### src/rtl/mmt_cfg.svh
/*
  Register offsets, field positions, reset values and fixed counts of the
  16-bit multi-mode timer. Assumes inclusion by bare name from the timer
  module and the bench top.
*/
`ifndef MMT_CFG_SVH
`define MMT_CFG_SVH

`define MMT_OFF_CTL      12'h000
`define MMT_OFF_CTL2     12'h004
`define MMT_OFF_COUNT    12'h008
`define MMT_OFF_RELOAD   12'h00c
`define MMT_OFF_CAPTURE  12'h010

`define MMT_CTL_EN       0
`define MMT_CTL_MODE_LO  1
`define MMT_CTL_POL      3
`define MMT_CTL_PRE_LO   4
`define MMT_CTL_OUTEN    7
`define MMT_CTL2_CAPF    0
`define MMT_CTL2_SRC_LO  1

`define MMT_COUNT_RESTART 16'h0001
`define MMT_COUNT_RST     16'h0000
`define MMT_RELOAD_RST    16'hffff

`define MMT_RESP_OKAY    2'b00
`define MMT_RESP_SLVERR  2'b10

`endif

### src/rtl/mmt_pkg.sv
/*
  Types of the 16-bit multi-mode timer: modes, interrupt-source choices and
  the packed state record. Assumes mmt_cfg.svh is on the include path.
*/
package mmt_pkg;
  typedef enum logic [1:0] {
    mmt_one_shot,
    mmt_continuous,
    mmt_counter,
    mmt_capture
  } mmt_mode_e;

  typedef enum logic [1:0] {
    mmt_src_both,
    mmt_src_input,
    mmt_src_reload,
    mmt_src_both_alt
  } mmt_src_e;

  typedef struct packed {
    logic        en;
    mmt_mode_e   mode;
    logic        pol;
    logic [2:0]  pre;
    logic        outen;
    logic        capf;
    mmt_src_e    src;
    logic [15:0] count;
    logic [15:0] reload;
    logic [15:0] capture;
    logic [6:0]  pre_cnt;
    logic        armed;
    logic        out_lvl;
    logic        irq;
    logic        in_s1;
    logic        in_s2;
    logic        in_prev;
    logic        aw_done;
    logic        w_done;
    logic [11:0] aw_addr;
    logic [31:0] w_data;
    logic        bvalid;
    logic [1:0]  bresp;
    logic        rvalid;
    logic [31:0] rdata;
    logic [1:0]  rresp;
  } mmt_state_s;
endpackage

### src/rtl/mmt_timer.sv
/*
  16-bit multi-mode timer with an AXI4-Lite register slave. One-shot,
  continuous, counter and capture/compare modes, a toggling output pin and a
  one-cycle interrupt pulse. Assumes one 200 MHz clock, a synchronous
  active-low reset and a timer input pin from outside the clock domain.
*/
// The AXI4-Lite register port and the register addresses were decided locally.
`timescale 1ns/1ps
`include "mmt_cfg.svh"

module mmt_timer
  import mmt_pkg::*;
(
  input  wire logic        aclk,
  input  wire logic        aresetn,
  input  wire logic [11:0] s_axi_awaddr,
  input  wire logic        s_axi_awvalid,
  output logic             s_axi_awready,
  input  wire logic [31:0] s_axi_wdata,
  input  wire logic [3:0]  s_axi_wstrb,
  input  wire logic        s_axi_wvalid,
  output logic             s_axi_wready,
  output logic [1:0]       s_axi_bresp,
  output logic             s_axi_bvalid,
  input  wire logic        s_axi_bready,
  input  wire logic [11:0] s_axi_araddr,
  input  wire logic        s_axi_arvalid,
  output logic             s_axi_arready,
  output logic [31:0]      s_axi_rdata,
  output logic [1:0]       s_axi_rresp,
  output logic             s_axi_rvalid,
  input  wire logic        s_axi_rready,
  input  wire logic        timer_in,
  output logic             timer_out,
  output logic             timer_irq
);

  mmt_state_s st;
  mmt_state_s next_st;

  logic        tick;
  logic        edge_seen;
  logic        hit;
  logic        do_write;
  logic [11:0] raddr;
  logic [31:0] wd;
  logic [31:0] rd_word;
  logic        rd_ok;
  logic [6:0]  pre_max;

  assign s_axi_awready = !st.aw_done && !st.bvalid;
  assign s_axi_wready  = !st.w_done && !st.bvalid;
  assign s_axi_arready = !st.rvalid;
  assign s_axi_bvalid  = st.bvalid;
  assign s_axi_bresp   = st.bresp;
  assign s_axi_rvalid  = st.rvalid;
  assign s_axi_rdata   = st.rdata;
  assign s_axi_rresp   = st.rresp;
  assign timer_out     = st.out_lvl;
  assign timer_irq     = st.irq;

  // Prescale is a power of two, 1 to 128
  assign pre_max   = 7'((8'h01 << st.pre) - 8'h01);
  assign raddr     = s_axi_araddr;

  always_comb begin
    rd_ok   = 1'b1;
    rd_word = 32'h0000_0000;
    unique case (raddr)
      `MMT_OFF_CTL: begin
        rd_word[`MMT_CTL_EN]                      = st.en;
        rd_word[`MMT_CTL_MODE_LO +: 2]            = st.mode;
        rd_word[`MMT_CTL_POL]                     = st.pol;
        rd_word[`MMT_CTL_PRE_LO +: 3]             = st.pre;
        rd_word[`MMT_CTL_OUTEN]                   = st.outen;
      end
      `MMT_OFF_CTL2: begin
        rd_word[`MMT_CTL2_CAPF]                   = st.capf;
        rd_word[`MMT_CTL2_SRC_LO +: 2]            = st.src;
      end
      `MMT_OFF_COUNT:   rd_word[15:0] = st.count;
      `MMT_OFF_RELOAD:  rd_word[15:0] = st.reload;
      `MMT_OFF_CAPTURE: rd_word[15:0] = st.capture;
      default:          rd_ok = 1'b0;
    endcase
  end

  always_comb begin
    next_st   = st;
    tick      = 1'b0;
    edge_seen = 1'b0;
    hit       = 1'b0;
    do_write  = 1'b0;
    wd        = 32'h0000_0000;

    // Input synchroniser; only the second stage feeds edge detection
    next_st.in_s1   = timer_in;
    next_st.in_s2   = st.in_s1;
    next_st.in_prev = st.in_s2;
    edge_seen = st.pol ? (st.in_s2 && !st.in_prev) : (!st.in_s2 && st.in_prev);
    next_st.irq = 1'b0;

    if (st.en) begin
      unique case (st.mode)
        mmt_counter: begin
          next_st.pre_cnt = 7'h00;
          if (edge_seen) begin
            if (st.count == st.reload) begin
              next_st.count = `MMT_COUNT_RESTART;
              hit = 1'b1;
            end else begin
              next_st.count = st.count + 16'h0001;
            end
          end
        end
        mmt_capture: begin
          if (!st.armed) begin
            if (edge_seen) begin
              next_st.armed = 1'b1;
            end
          end else if (edge_seen) begin
            next_st.capture = st.count;
            next_st.count   = `MMT_COUNT_RESTART;
            next_st.pre_cnt = 7'h00;
            next_st.capf    = 1'b1;
            next_st.irq     = (st.src != mmt_src_reload);
          end else begin
            tick = 1'b1;
          end
        end
        default: tick = 1'b1;
      endcase
    end

    if (tick) begin
      if (st.pre_cnt == pre_max) begin
        next_st.pre_cnt = 7'h00;
        if (st.count == st.reload) begin
          hit = 1'b1;
          next_st.count = `MMT_COUNT_RESTART;
          if (st.mode == mmt_one_shot) begin
            next_st.en    = 1'b0;
            next_st.armed = 1'b0;
          end
          if (st.mode == mmt_capture) begin
            next_st.capf = 1'b0;
          end
        end else begin
          next_st.count = st.count + 16'h0001;
        end
      end else begin
        next_st.pre_cnt = st.pre_cnt + 7'h01;
      end
    end

    if (hit) begin
      next_st.irq = (st.mode != mmt_capture) || (st.src != mmt_src_input);
      if (st.outen) begin
        next_st.out_lvl = !st.out_lvl;
      end
    end

    // AXI write channel
    if (s_axi_awvalid && s_axi_awready) begin
      next_st.aw_done = 1'b1;
      next_st.aw_addr = s_axi_awaddr;
    end
    if (s_axi_wvalid && s_axi_wready) begin
      next_st.w_done = 1'b1;
      next_st.w_data = s_axi_wdata;
    end
    if (next_st.aw_done && next_st.w_done && !st.bvalid) begin
      do_write = 1'b1;
      wd       = next_st.w_data;
      next_st.aw_done = 1'b0;
      next_st.w_done  = 1'b0;
      next_st.bvalid  = 1'b1;
      next_st.bresp   = `MMT_RESP_OKAY;
      // Byte lane 0 carries all control fields; only the control write checks its strobe, the other registers ignore wstrb
      unique case (next_st.aw_addr)
        `MMT_OFF_CTL: if (s_axi_wstrb[0] || !s_axi_wvalid) begin
          next_st.en      = wd[`MMT_CTL_EN];
          next_st.mode    = mmt_mode_e'(wd[`MMT_CTL_MODE_LO +: 2]);
          next_st.pol     = wd[`MMT_CTL_POL];
          next_st.pre     = wd[`MMT_CTL_PRE_LO +: 3];
          next_st.outen   = wd[`MMT_CTL_OUTEN];
          next_st.pre_cnt = 7'h00;
          if (!wd[`MMT_CTL_EN]) begin
            next_st.armed = 1'b0;
          end
        end
        `MMT_OFF_CTL2:    next_st.src     = mmt_src_e'(wd[`MMT_CTL2_SRC_LO +: 2]);
        `MMT_OFF_COUNT:   next_st.count   = wd[15:0];
        `MMT_OFF_RELOAD:  next_st.reload  = wd[15:0];
        `MMT_OFF_CAPTURE: next_st.capture = wd[15:0];
        default:          next_st.bresp   = `MMT_RESP_SLVERR;
      endcase
    end
    if (st.bvalid && s_axi_bready) begin
      next_st.bvalid = 1'b0;
    end

    // AXI read channel
    if (s_axi_arvalid && s_axi_arready) begin
      next_st.rvalid = 1'b1;
      next_st.rdata  = rd_word;
      next_st.rresp  = rd_ok ? `MMT_RESP_OKAY : `MMT_RESP_SLVERR;
    end else if (st.rvalid && s_axi_rready) begin
      next_st.rvalid = 1'b0;
    end
  end

  always_ff @(posedge aclk) begin
    if (!aresetn) begin
      st        <= '0;
      st.mode   <= mmt_one_shot;
      st.src    <= mmt_src_both;
      st.count  <= `MMT_COUNT_RST;
      st.reload <= `MMT_RELOAD_RST;
    end else begin
      st <= next_st;
    end
  end

endmodule // mmt_timer

### config.mk
export PLATFORM = sky130hd
export DESIGN_NAME = mmt_timer
export DESIGN_NICKNAME = d
export VERILOG_FILES = /design/src/rtl/mmt_pkg.sv /design/src/rtl/mmt_timer.sv
export VERILOG_INCLUDE_DIRS = /design/src /design/src/rtl
export SDC_FILE = /design/constraint.sdc
export NUM_CORES = 1
export LEC_CHECK = 0
export BUFFER_PORTS_ARGS = -buffer_cell sky130_fd_sc_hd__buf_4
export CORE_AREA = 2 2 98 137
export CTS_BUF_LIST = sky130_fd_sc_hd__clkbuf_8
export DETAILED_ROUTE_END_ITERATION = 6
export DIE_AREA = 0 0 100 139
export PLACE_DENSITY_LB_ADDON = 0.08
export SYNTH_ARGS = -nofsm -noshare
export SYNTH_HDL_FRONTEND = slang
export SYNTH_SLANG_ARGS = --single-unit
### constraint.sdc
create_clock -name aclk -period 5.2 [get_ports aclk]
set_input_delay 1.04 -clock aclk [delete_from_list [all_inputs] [get_ports aclk]]
set_output_delay 1.04 -clock aclk [all_outputs]
set_load 0.01 [all_outputs]
==> results.rst, run 1 <==
.. list-table::
   :header-rows: 1

   * - Metric
     - Value
   * - Count of input and output buffers
     - 73
   * - Type of the worst min-delay path
     - reg -> reg
   * - Worst slew slack as a fraction of its limit
     - 37.6%
   * - Flip-flop cell with the highest count after synthesis
     - dfxtp_1
   * - Ys Warns
     - 0
   * - Mean instance size in the synthesized netlist
     - 8.67 µm²
   * - Source of the worst hold timing path
     - next_st[85]
   * - Core Rows
     - between 40 and 50
   * - Count of nets after finishing
     - just under 900
   * - Total standard cell area after synthesis
     - a little under 0.007 mm²
   * - R2R depth
     - 9
   * - Final Max Tran Viols
     - 0
   * - Dominant cell type by count on the critical path
     - buf_4
   * - Post-Place Setup Slack
     - approximately 1.1 ns
   * - Yosys cell types
     - 61
   * - Number of global-route vias before repair
     - ~5700
   * - Smallest hold slack
     - between 0.4 and 0.5 ns
   * - Gr ovfl total
     - 0
   * - Final Wtd Congestion
     - a little over 0.9
   * - Post-route clock skew
     - slightly above 0.008 ns
   * - Num Clock Sinks
     - ~120
   * - Worst Hold Depth
     - 1
   * - Peak Freq
     - ~280 MHz
   * - Boundary pin count
     - ~110
   * - Setup slack, reg-to-reg
     - 1.59 ns
   * - Layout Utilization
     - between 50% and 60%
   * - CP bufs+invs
     - 3
   * - Cell leakage power
     - slightly below 3 nW
   * - Power density normalized to cell area
     - about 270 mW/mm²
   * - Floorplan core area
     - 0.0128 mm²
   * - Post-layout minimum cycle time
     - 3.61 ns
   * - Length of routed met2 wiring
     - about 8900 µm
   * - Layout cell share with drive strength beyond 1
     - ~19%
   * - Iteration-0 DRC Markers
     - around 370
   * - Wirelength per Cell
     - 17.7 µm
   * - Initial core utilization
     - a little over half
   * - Maximum VDD drop
     - ~200 µV
   * - Clock H-tree levels
     - 4
   * - Post-route design area
     - about 0.0076 mm²
   * - Horizontal die dimension
     - approximately 100 µm
   * - Count of non-filler cells in the finished layout
     - between 900 and 1000
   * - Number of synthesized flops with an enable pin
     - 0
   * - Post-route worst setup slack
     - 1.59 ns
   * - Wire length of the first global-routing pass
     - ~29000 µm
   * - Reg-to-Reg End
     - st[129]
   * - N_diodes
     - 0
   * - Transition time at the pin with the least slew margin
     - between 0.9 and 1 ns
   * - Cell at the root of the clock tree
     - clkbuf_8
   * - Outcome
     - finished, final reports clean
   * - Endpoints failing hold
     - 0
   * - RSZ-0062 raised after global routing
     - no
   * - Die area
     - 0.0139 mm²
   * - Total setup violations reported at the end of the flow
     - 0
   * - Count of TritonRoute iterations in the first routing pass
     - 5
   * - Worst-skew pair later-pin latency
     - roughly 0.44 ns
   * - Reg2reg start
     - st[150]
   * - Max Cap Violations
     - 0
   * - Async set-reset flop share out of synthesis
     - 0%
   * - Detailed Route WL
     - between 15000 and 20000 µm
   * - Initial antenna violation count
     - 0
   * - Delay of the slowest critical-path stage
     - between 0.9 and 1 ns
   * - Instance count after placement with tap cells included
     - roughly 950
   * - Hold buffer count at cts
     - 0
   * - Total area of multi-input combinational cells
     - 0.00389 mm²
   * - Data required time of the critical path
     - around 5.5 ns
   * - Sequence of cells on the critical path
     - buf_4 -> nor3b_2 -> buf_4 -> mux2i_1 -> nand4_1 -> nor4_4 -> buf_4 -> a211oi_1 -> a211oi_1
   * - Data arrival time of the critical path
     - 3.95 ns
   * - Kind of cell adding the most delay to the critical path
     - simple AND/OR/NAND/NOR gates
   * - Via count normalized by instance count
     - around 6
   * - Routed wl met3
     - around 740 µm
   * - Buffer levels on the longest clock path
     - 2
   * - Share of the clock period used by the worst path after layout
     - around 69%
   * - Overall Power
     - between 2 and 2.5 mW
   * - Residual antenna-violating net count after detailed routing
     - 0
   * - Overall global routing resource usage
     - 25.9%
   * - Total setup buffers inserted after CTS
     - 0
   * - Fin Setup TNS
     - 0 ns
   * - Highest routing layer actually used
     - met4
   * - Crit-path max FO
     - 19
   * - Critical Path Start Type
     - input port
   * - Floorplan die height
     - 139 µm
   * - Area share of the largest cell type after synthesis
     - around 36%
   * - Leading cell types by count after synthesis
     - dfxtp_1, nor2_1, mux2i_1, nand2_1, buf_4
   * - Half-perimeter wire length after placement
     - ~12000 µm
   * - Endpoint kind of the worst setup timing path
     - register
   * - Clock transition at the registers of the reported paths
     - around 0.080 ns
   * - Sequential cell area fraction in the yosys report
     - between 30% and 40%
   * - Most common cell in the netlist
     - dfxtp_1
   * - Placed cell areas
     - around 0.0072 mm²
   * - Clock buffer count from CTS
     - 17
   * - Routed metal-1 wire length
     - 7430 µm
   * - TritonCTS clock tree
     - built
   * - Category of the critical setup timing path
     - in -> reg
   * - Synth area leaders
     - dfxtp_1, mux2i_1, nor2_1
   * - Synth-to-Final Area Change
     - 12.0%
   * - Remaining DRCs
     - 0
   * - Hold-critical path endpoint
     - next_st[84]
   * - Filler cell count
     - about 1200
   * - Maximum number of pins on one net before global-route repair
     - 53
   * - Cell with the largest stage delay on the worst path
     - nor4_4
   * - Seq cells post-synth
     - between 100 and 150
   * - Largest area contributor in the netlist
     - dfxtp_1
   * - Number of gates given a new drive strength after cts
     - 0
   * - Gate Count Post-Synth
     - ~790
   * - Storage cell area
     - ~0.0024 mm²
   * - DR vias
     - ~5800
## final cells by class
cell class              instances  share of cell area [%]
multi-input cells             578                    51.0
inverters                      14                   0.689
clock inverters                14                    2.12
well taps                     153                    2.51
repair buffers                 86                    8.46
flip-flops and latches        122                    32.0
clock buffers                  18                    3.25
## worst reg2reg max path, stage by stage (launching register included)
cell and delay (ns):
dfxtp_1 0.64, nor2_1 0.15, nand2_1 0.10, ha_1 0.27, xnor2_1 0.14, or4_1 0.47
a311o_1 0.36, a2111o_1 0.75, a211o_1 0.40, a41o_1 0.22
## power by group
group	internal, mW	total, mW	switching (mW)
logic	0.104	0.250	0.146
clock network	0.449	0.870	0.421
registers	0.959	0.975	0.0157
total	1.51	2.09	0.583
## layer usage
layer | GRT usage (%) | up-vias
li1 | - | 2849
met1 | 32.0 | 2770
met3 | 4.44 | 24
met2 | 44.8 | 152
met5 | 0 | -
met4 | 9.30 | 0
## sequential cells by signal, summed over array words and instances (netlist names)
register	cells
s_axi_rdata	16
next_st	2
st	98
s_axi_rresp	1
s_axi_bvalid	1
timer_irq	1
timer_out	1
s_axi_bresp	1
s_axi_rvalid	1
## worst max-delay path by stage
stage,startpoint,end,cells after the start
after floorplan,s_axi_awvalid,st[119],9
after global placement,s_axi_awvalid,st[108],9
after detailed placement,s_axi_awvalid,st[110],9
after CTS,s_axi_awvalid,st[110],9
after global routing,st[150],st[129],9
final,s_axi_awvalid,st[110],9
## kinds of logic (layout without fill, tap and decap cells)
logic type | Yosys count | after routing | share of synthesized area, %
adder cells (fa/ha/maj) | 3 | 3 | 0.551
AND/OR/NAND/NOR | 270 | 270 | 20.6
buffers and inverters | 103 | 132 | 8.25
flip-flops | 122 | 122 | 35.8
XOR/XNOR | 26 | 26 | 3.34
multiplexers | 102 | 102 | 15.4
other | 1 | 18 | 0.0550
AO/OA/AOI/OAI | 159 | 159 | 16.0
## cells in the final DEF, fill, tap and decap left out, types with 6 or more instances in the layout
cell type	instances
and3_1	6
a22oi_1	7
a211oi_1	21
a2bb2oi_1	8
nand3b_1	7
nand4_1	11
xnor2_1	21
o22ai_1	9
nor2b_1	24
nand2_1	46
o21ai_0	26
conb_1	18
mux2i_1	79
a21oi_1	30
buf_4	86
nand3_1	18
dfxtp_1	122
clkinv_4	6
a32oi_1	14
nor3_1	6
inv_1	13
nor4_1	7
nor2_1	95
mux2_2	23
a31oi_1	15
clkbuf_8	18
and2_1	16
Note: power is estimated with default switching activity, not from simulation.
==> run 2: changes to the inputs <==
--- a/config.mk
+++ b/config.mk
@@ -6,11 +6,12 @@
 export SDC_FILE = /design/constraint.sdc
 export NUM_CORES = 1
 export LEC_CHECK = 0
+export ABC_AREA = 1
 export BUFFER_PORTS_ARGS = -buffer_cell sky130_fd_sc_hd__buf_4
-export CORE_AREA = 2 2 98 137
+export CORE_AREA = 2 2 97 137
 export CTS_BUF_LIST = sky130_fd_sc_hd__clkbuf_8
 export DETAILED_ROUTE_END_ITERATION = 6
-export DIE_AREA = 0 0 100 139
+export DIE_AREA = 0 0 99 139
 export PLACE_DENSITY_LB_ADDON = 0.08
 export SYNTH_ARGS = -nofsm -noshare
 export SYNTH_HDL_FRONTEND = slang
==> constraint.sdc (replaced) <==
create_clock -name aclk -period 3.7 [get_ports aclk]
set_input_delay 0.74 -clock aclk [delete_from_list [all_inputs] [get_ports aclk]]
set_output_delay 0.74 -clock aclk [all_outputs]
set_load 0.01 [all_outputs]
==> run 2 against run 1 <==
  * Synthesized area is 0.22% lower
  * Core utilization grew 0.47 points
  * Sequential share of layout area up 0.22 points
  * Critical path depth rose by 4
  * Clock skew about the same
  * Register-to-register slack got worse by 0.67 ns
  * Synthesized cell count rose by 27%
==> results.rst, run 2 <==
.. list-table::
   :header-rows: 1

   * - Metric
     - Value
   * - Number of flip-flops in the largest register
     - 98 (unchanged)
   * - Final Max Tran Viols
     - 0 (unchanged)
   * - RSZ-0062 raised after global routing
     - no
   * - Yosys cell types
     - 41 (-33%)
   * - Endpoints failing hold
     - 0 (unchanged)
   * - Final Wtd Congestion
     - 0.850 (-7.7%)
   * - Count of TritonRoute iterations in the first routing pass
     - 5 (unchanged)
   * - Seq cells post-synth
     - 122 (unchanged)
   * - Post-route clock skew
     - 0.00778 ns (-0.000284 ns)
   * - Synth-to-Final Area Change
     - 11.5%
   * - Clock H-tree levels
     - 4 (unchanged)
   * - Layout cell share with drive strength beyond 1
     - 14.9% (-3.7 points)
   * - Mean instance size in the synthesized netlist
     - 6.78 µm² (-22%)
   * - Data required time of the critical path
     - 4.07 ns (-1.47 ns)
   * - Synth area leaders
     - dfxtp_1, nand2_1, o21ai_0
   * - Data arrival time of the critical path
     - 3.14 ns (-0.81 ns)
   * - Gate Count Post-Synth
     - 1002 (+27%)
   * - Core Rows
     - 49 (unchanged)
   * - Max Cap Violations
     - 0 (unchanged)
   * - Initial antenna violation count
     - 0 (unchanged)
   * - Async set-reset flop share out of synthesis
     - 0% (unchanged)
   * - Routing layer with the top usage in global route
     - met2
   * - Largest area contributor in the netlist
     - dfxtp_1
   * - Overall global routing resource usage
     - 24.2% (-1.7 points)
   * - Num Clock Sinks
     - 122 (unchanged)
   * - Power density normalized to cell area
     - 446 mW/mm² (+62%)
   * - Boundary pin count
     - 111 (unchanged)
   * - Instance count after placement with tap cells included
     - 1171 (+23%)
   * - Synth Area in Compound Gates
     - 15.5% (-0.48 points)
   * - Largest family of logic cells by synthesized area
     - simple AND/OR/NAND/NOR gates
   * - Worst slew slack as a fraction of its limit
     - 42.5% (+4.9 points)
   * - TritonCTS clock tree
     - built
   * - Crit-path max FO
     - 19 (unchanged)
   * - Outcome
     - finished, final reports clean
   * - Kind of cell adding the most delay to the critical path
     - simple AND/OR/NAND/NOR gates
   * - Fin Setup TNS
     - 0 ns (unchanged)
   * - Horizontal die dimension
     - 99 µm (-1.0%)
   * - Total setup violations reported at the end of the flow
     - 0 (unchanged)
   * - Multiplexer share of the synthesized area
     - 0% (-15 points)
   * - Dominant cell type by count on the critical path
     - nand2_1
   * - Peak Freq
     - around 360 MHz
   * - Gr ovfl total
     - 0 (unchanged)
   * - Leading cell types by count after synthesis
     - nand2_1, inv_1, dfxtp_1, nor2_1, o21ai_0
   * - Routing usage on met2
     - 41.0% (-3.7 points)
   * - Met3 Resource Use GR
     - 4.08% (-0.35 points)
   * - Die area
     - 0.0138 mm² (-1.0%)
   * - Sequence of cells on the critical path
     - inv_1 -> nand2_1 -> ha_1 -> inv_1 -> nand2_1 -> nand2_1 -> o21bai_1 -> nand2_1 -> nor2_1 -> nand3_2 -> nand2_2 -> nand3b_1 -> a21oi_1
   * - Met1 usage
     - 31.2% (-0.73 points)
   * - Detailed Route WL
     - 16300 µm (-6.9%)
   * - Flip-flop cell with the highest count after synthesis
     - dfxtp_1
   * - Maximum VDD drop
     - 347 µV (+75%)
   * - Share of the clock period used by the worst path after layout
     - between 70 and 80%
   * - Type of the worst min-delay path
     - reg -> reg
   * - Number of gates given a new drive strength after cts
     - 0 (unchanged)
   * - Critical Path Start Type
     - register
   * - Number of synthesized flops with an enable pin
     - 0 (unchanged)
   * - Smallest hold slack
     - 0.417 ns (-0.0350 ns)
   * - Leading cell types in the layout, fill and taps excluded
     - nand2_1, inv_1, dfxtp_1, nor2_1, o21ai_0
   * - Clock buffer count from CTS
     - 17 (unchanged)
   * - Cell leakage power
     - 3.19 nW (+7.9%)
   * - Worst-skew pair later-pin latency
     - 0.44 ns (about the same)
   * - Clock transition at the registers of the reported paths
     - 0.07 ns (about the same)
   * - Cell with the largest stage delay on the worst path
     - nand2_2
   * - Post-layout minimum cycle time
     - 2.77 ns
   * - Hold buffer count at cts
     - 0 (unchanged)
   * - Count of non-filler cells in the finished layout
     - 1203 (+22%)
   * - Count of nets after finishing
     - 1108 (+24%)
   * - Initial core utilization
     - 54.1% (+0.66 points)
   * - Sequential cell area fraction in the yosys report
     - 35.9% (+0.079 points)
   * - Arithmetic-cell share of the synthesized area counting full adders, half adders and majority gates
     - 0.552% (+0.0012 points)
   * - Iteration-0 DRC Markers
     - 294 (-20%)
   * - Largest register by flop count
     - st
   * - Number of global-route vias before repair
     - 5631 (-0.41%)
   * - Cell at the root of the clock tree
     - clkbuf_8
   * - Endpoint kind of the worst setup timing path
     - register
   * - Floorplan core area
     - 0.0126 mm² (-1.4%)
   * - Count of input and output buffers
     - 73 (unchanged)
   * - Area share of the largest cell type after synthesis
     - 35.9% (+0.079 points)
   * - Via count normalized by instance count
     - 5.17 (-12%)
   * - CP bufs+invs
     - 2 (-1)
   * - Wire length of the first global-routing pass
     - 27200 µm (-4.5%)
   * - N_diodes
     - 0 (unchanged)
   * - Most common cell in the netlist
     - nand2_1
   * - Transition time at the pin with the least slew margin
     - 0.861 ns (-0.0683 ns)
   * - Delay of the slowest critical-path stage
     - 0.49 ns (-0.46 ns)
   * - Half-perimeter wire length after placement
     - 12000 µm (-2.3%)
   * - Post-Synth Simple-Gate Area
     - 28.6% (+8.1 points)
   * - Buffer levels on the longest clock path
     - 2 (unchanged)
   * - Maximum number of pins on one net before global-route repair
     - 60 (+13%)
   * - Residual antenna-violating net count after detailed routing
     - 0 (unchanged)
   * - DR vias
     - 6225 (+7.4%)
   * - Remaining DRCs
     - 0 (unchanged)
   * - Filler cell count
     - 1287 (+12%)
   * - Area share of xor/xnor cells in the synthesized design
     - 4.51% (+1.2 points)
   * - Ys Warns
     - 0 (unchanged)
   * - Total setup buffers inserted after CTS
     - 0 (unchanged)
   * - Category of the critical setup timing path
     - reg -> reg
   * - Leading cell type in the layout, fill and taps excluded
     - nand2_1
   * - Wirelength per Cell
     - 13.5 µm (-24%)
   * - Floorplan die height
     - 139 µm (unchanged)
   * - Total standard cell area after synthesis
     - 0.00680 mm² (-0.22%)
[run 2: cell count changes in the layout (fill, tap and decap cells not counted), sizes merged, moves of 20 or more]
cell and delta:
mux2 -23, a211oi -20, nand3 +72, mux2i -79
a21oi +45, nand2 +123, xor2 +23, inv +116
o21ai +77, nor2b -24
[run 2: routing by layer]
| layer | routed length, µm | vias to the layer above |
|---|---|---|
| li1 | - | 3240 |
| met1 | 7390 | 2814 |
| met2 | 7990 | 145 |
| met3 | 653 | 26 |
| met4 | 222 | 0 |
| met5 | 0 | - |
[run 2: per-stage QoR]
step                      utilization (%)  worst slack, ns  power [mW]  instance area, µm²
after floorplan                         -             1.57        2.00                6860
after detailed placement             57.0            0.810        2.17                7160
after CTS                            60.3            0.948        3.41                7580
final                                60.3            0.928        3.38                7580
after global placement               57.0            0.859        2.16                7160
after global routing                 60.3            0.577        3.56                7580
[run 2: final timing paths]
check,start,to,slack (ns),cells after the start
worst max-delay path,st[151],st[141],0.93,13
worst min-delay path,next_st[85],next_st[84],0.42,2
worst max register to register,st[151],st[141],0.93,13
worst min register to register,next_st[85],next_st[84],0.42,2
[run 2: tightest hold or removal path, cell delays in order (launching register included)]
cell and delay [ns]:
dfxtp_1 0.31, nand2_1 0.05, inv_1 0.04
[run 2: area by class of cell]
cell class                      instances  area (µm²)  area share [%]
Clock buffer                           19         262            3.45
Clock inverter                         13         151            2.00
Timing Repair Buffer                   81         621            8.19
Tap cell                              153         191            2.53
Sequential cell                       122        2440            32.2
Multi-Input combinational cell        682        3410            45.0
Inverter                              133         499            6.59
[run 2: power breakdown]
| part | internal [mW] | leakage [nW] | total, mW | switching [mW] |
|---|---|---|---|---|
| logic | 0.241 | 1.99 | 0.706 | 0.464 |
| clock network | 0.695 | 0.207 | 1.24 | 0.547 |
| registers | 1.40 | 0.992 | 1.43 | 0.0347 |
| total | 2.33 | 3.19 | 3.38 | 1.05 |
[run 2: cells by family (layout without fill, tap and decap cells)]
kind of cell / after synthesis / in the layout
AND/OR/NAND/NOR: 426 / 426
buffers and inverters: 215 / 246
AO/OA/AOI/OAI: 200 / 200
flip-flops: 122 / 122
XOR/XNOR: 35 / 35
adder cells (fa/ha/maj): 3 / 3
other: 1 / 18
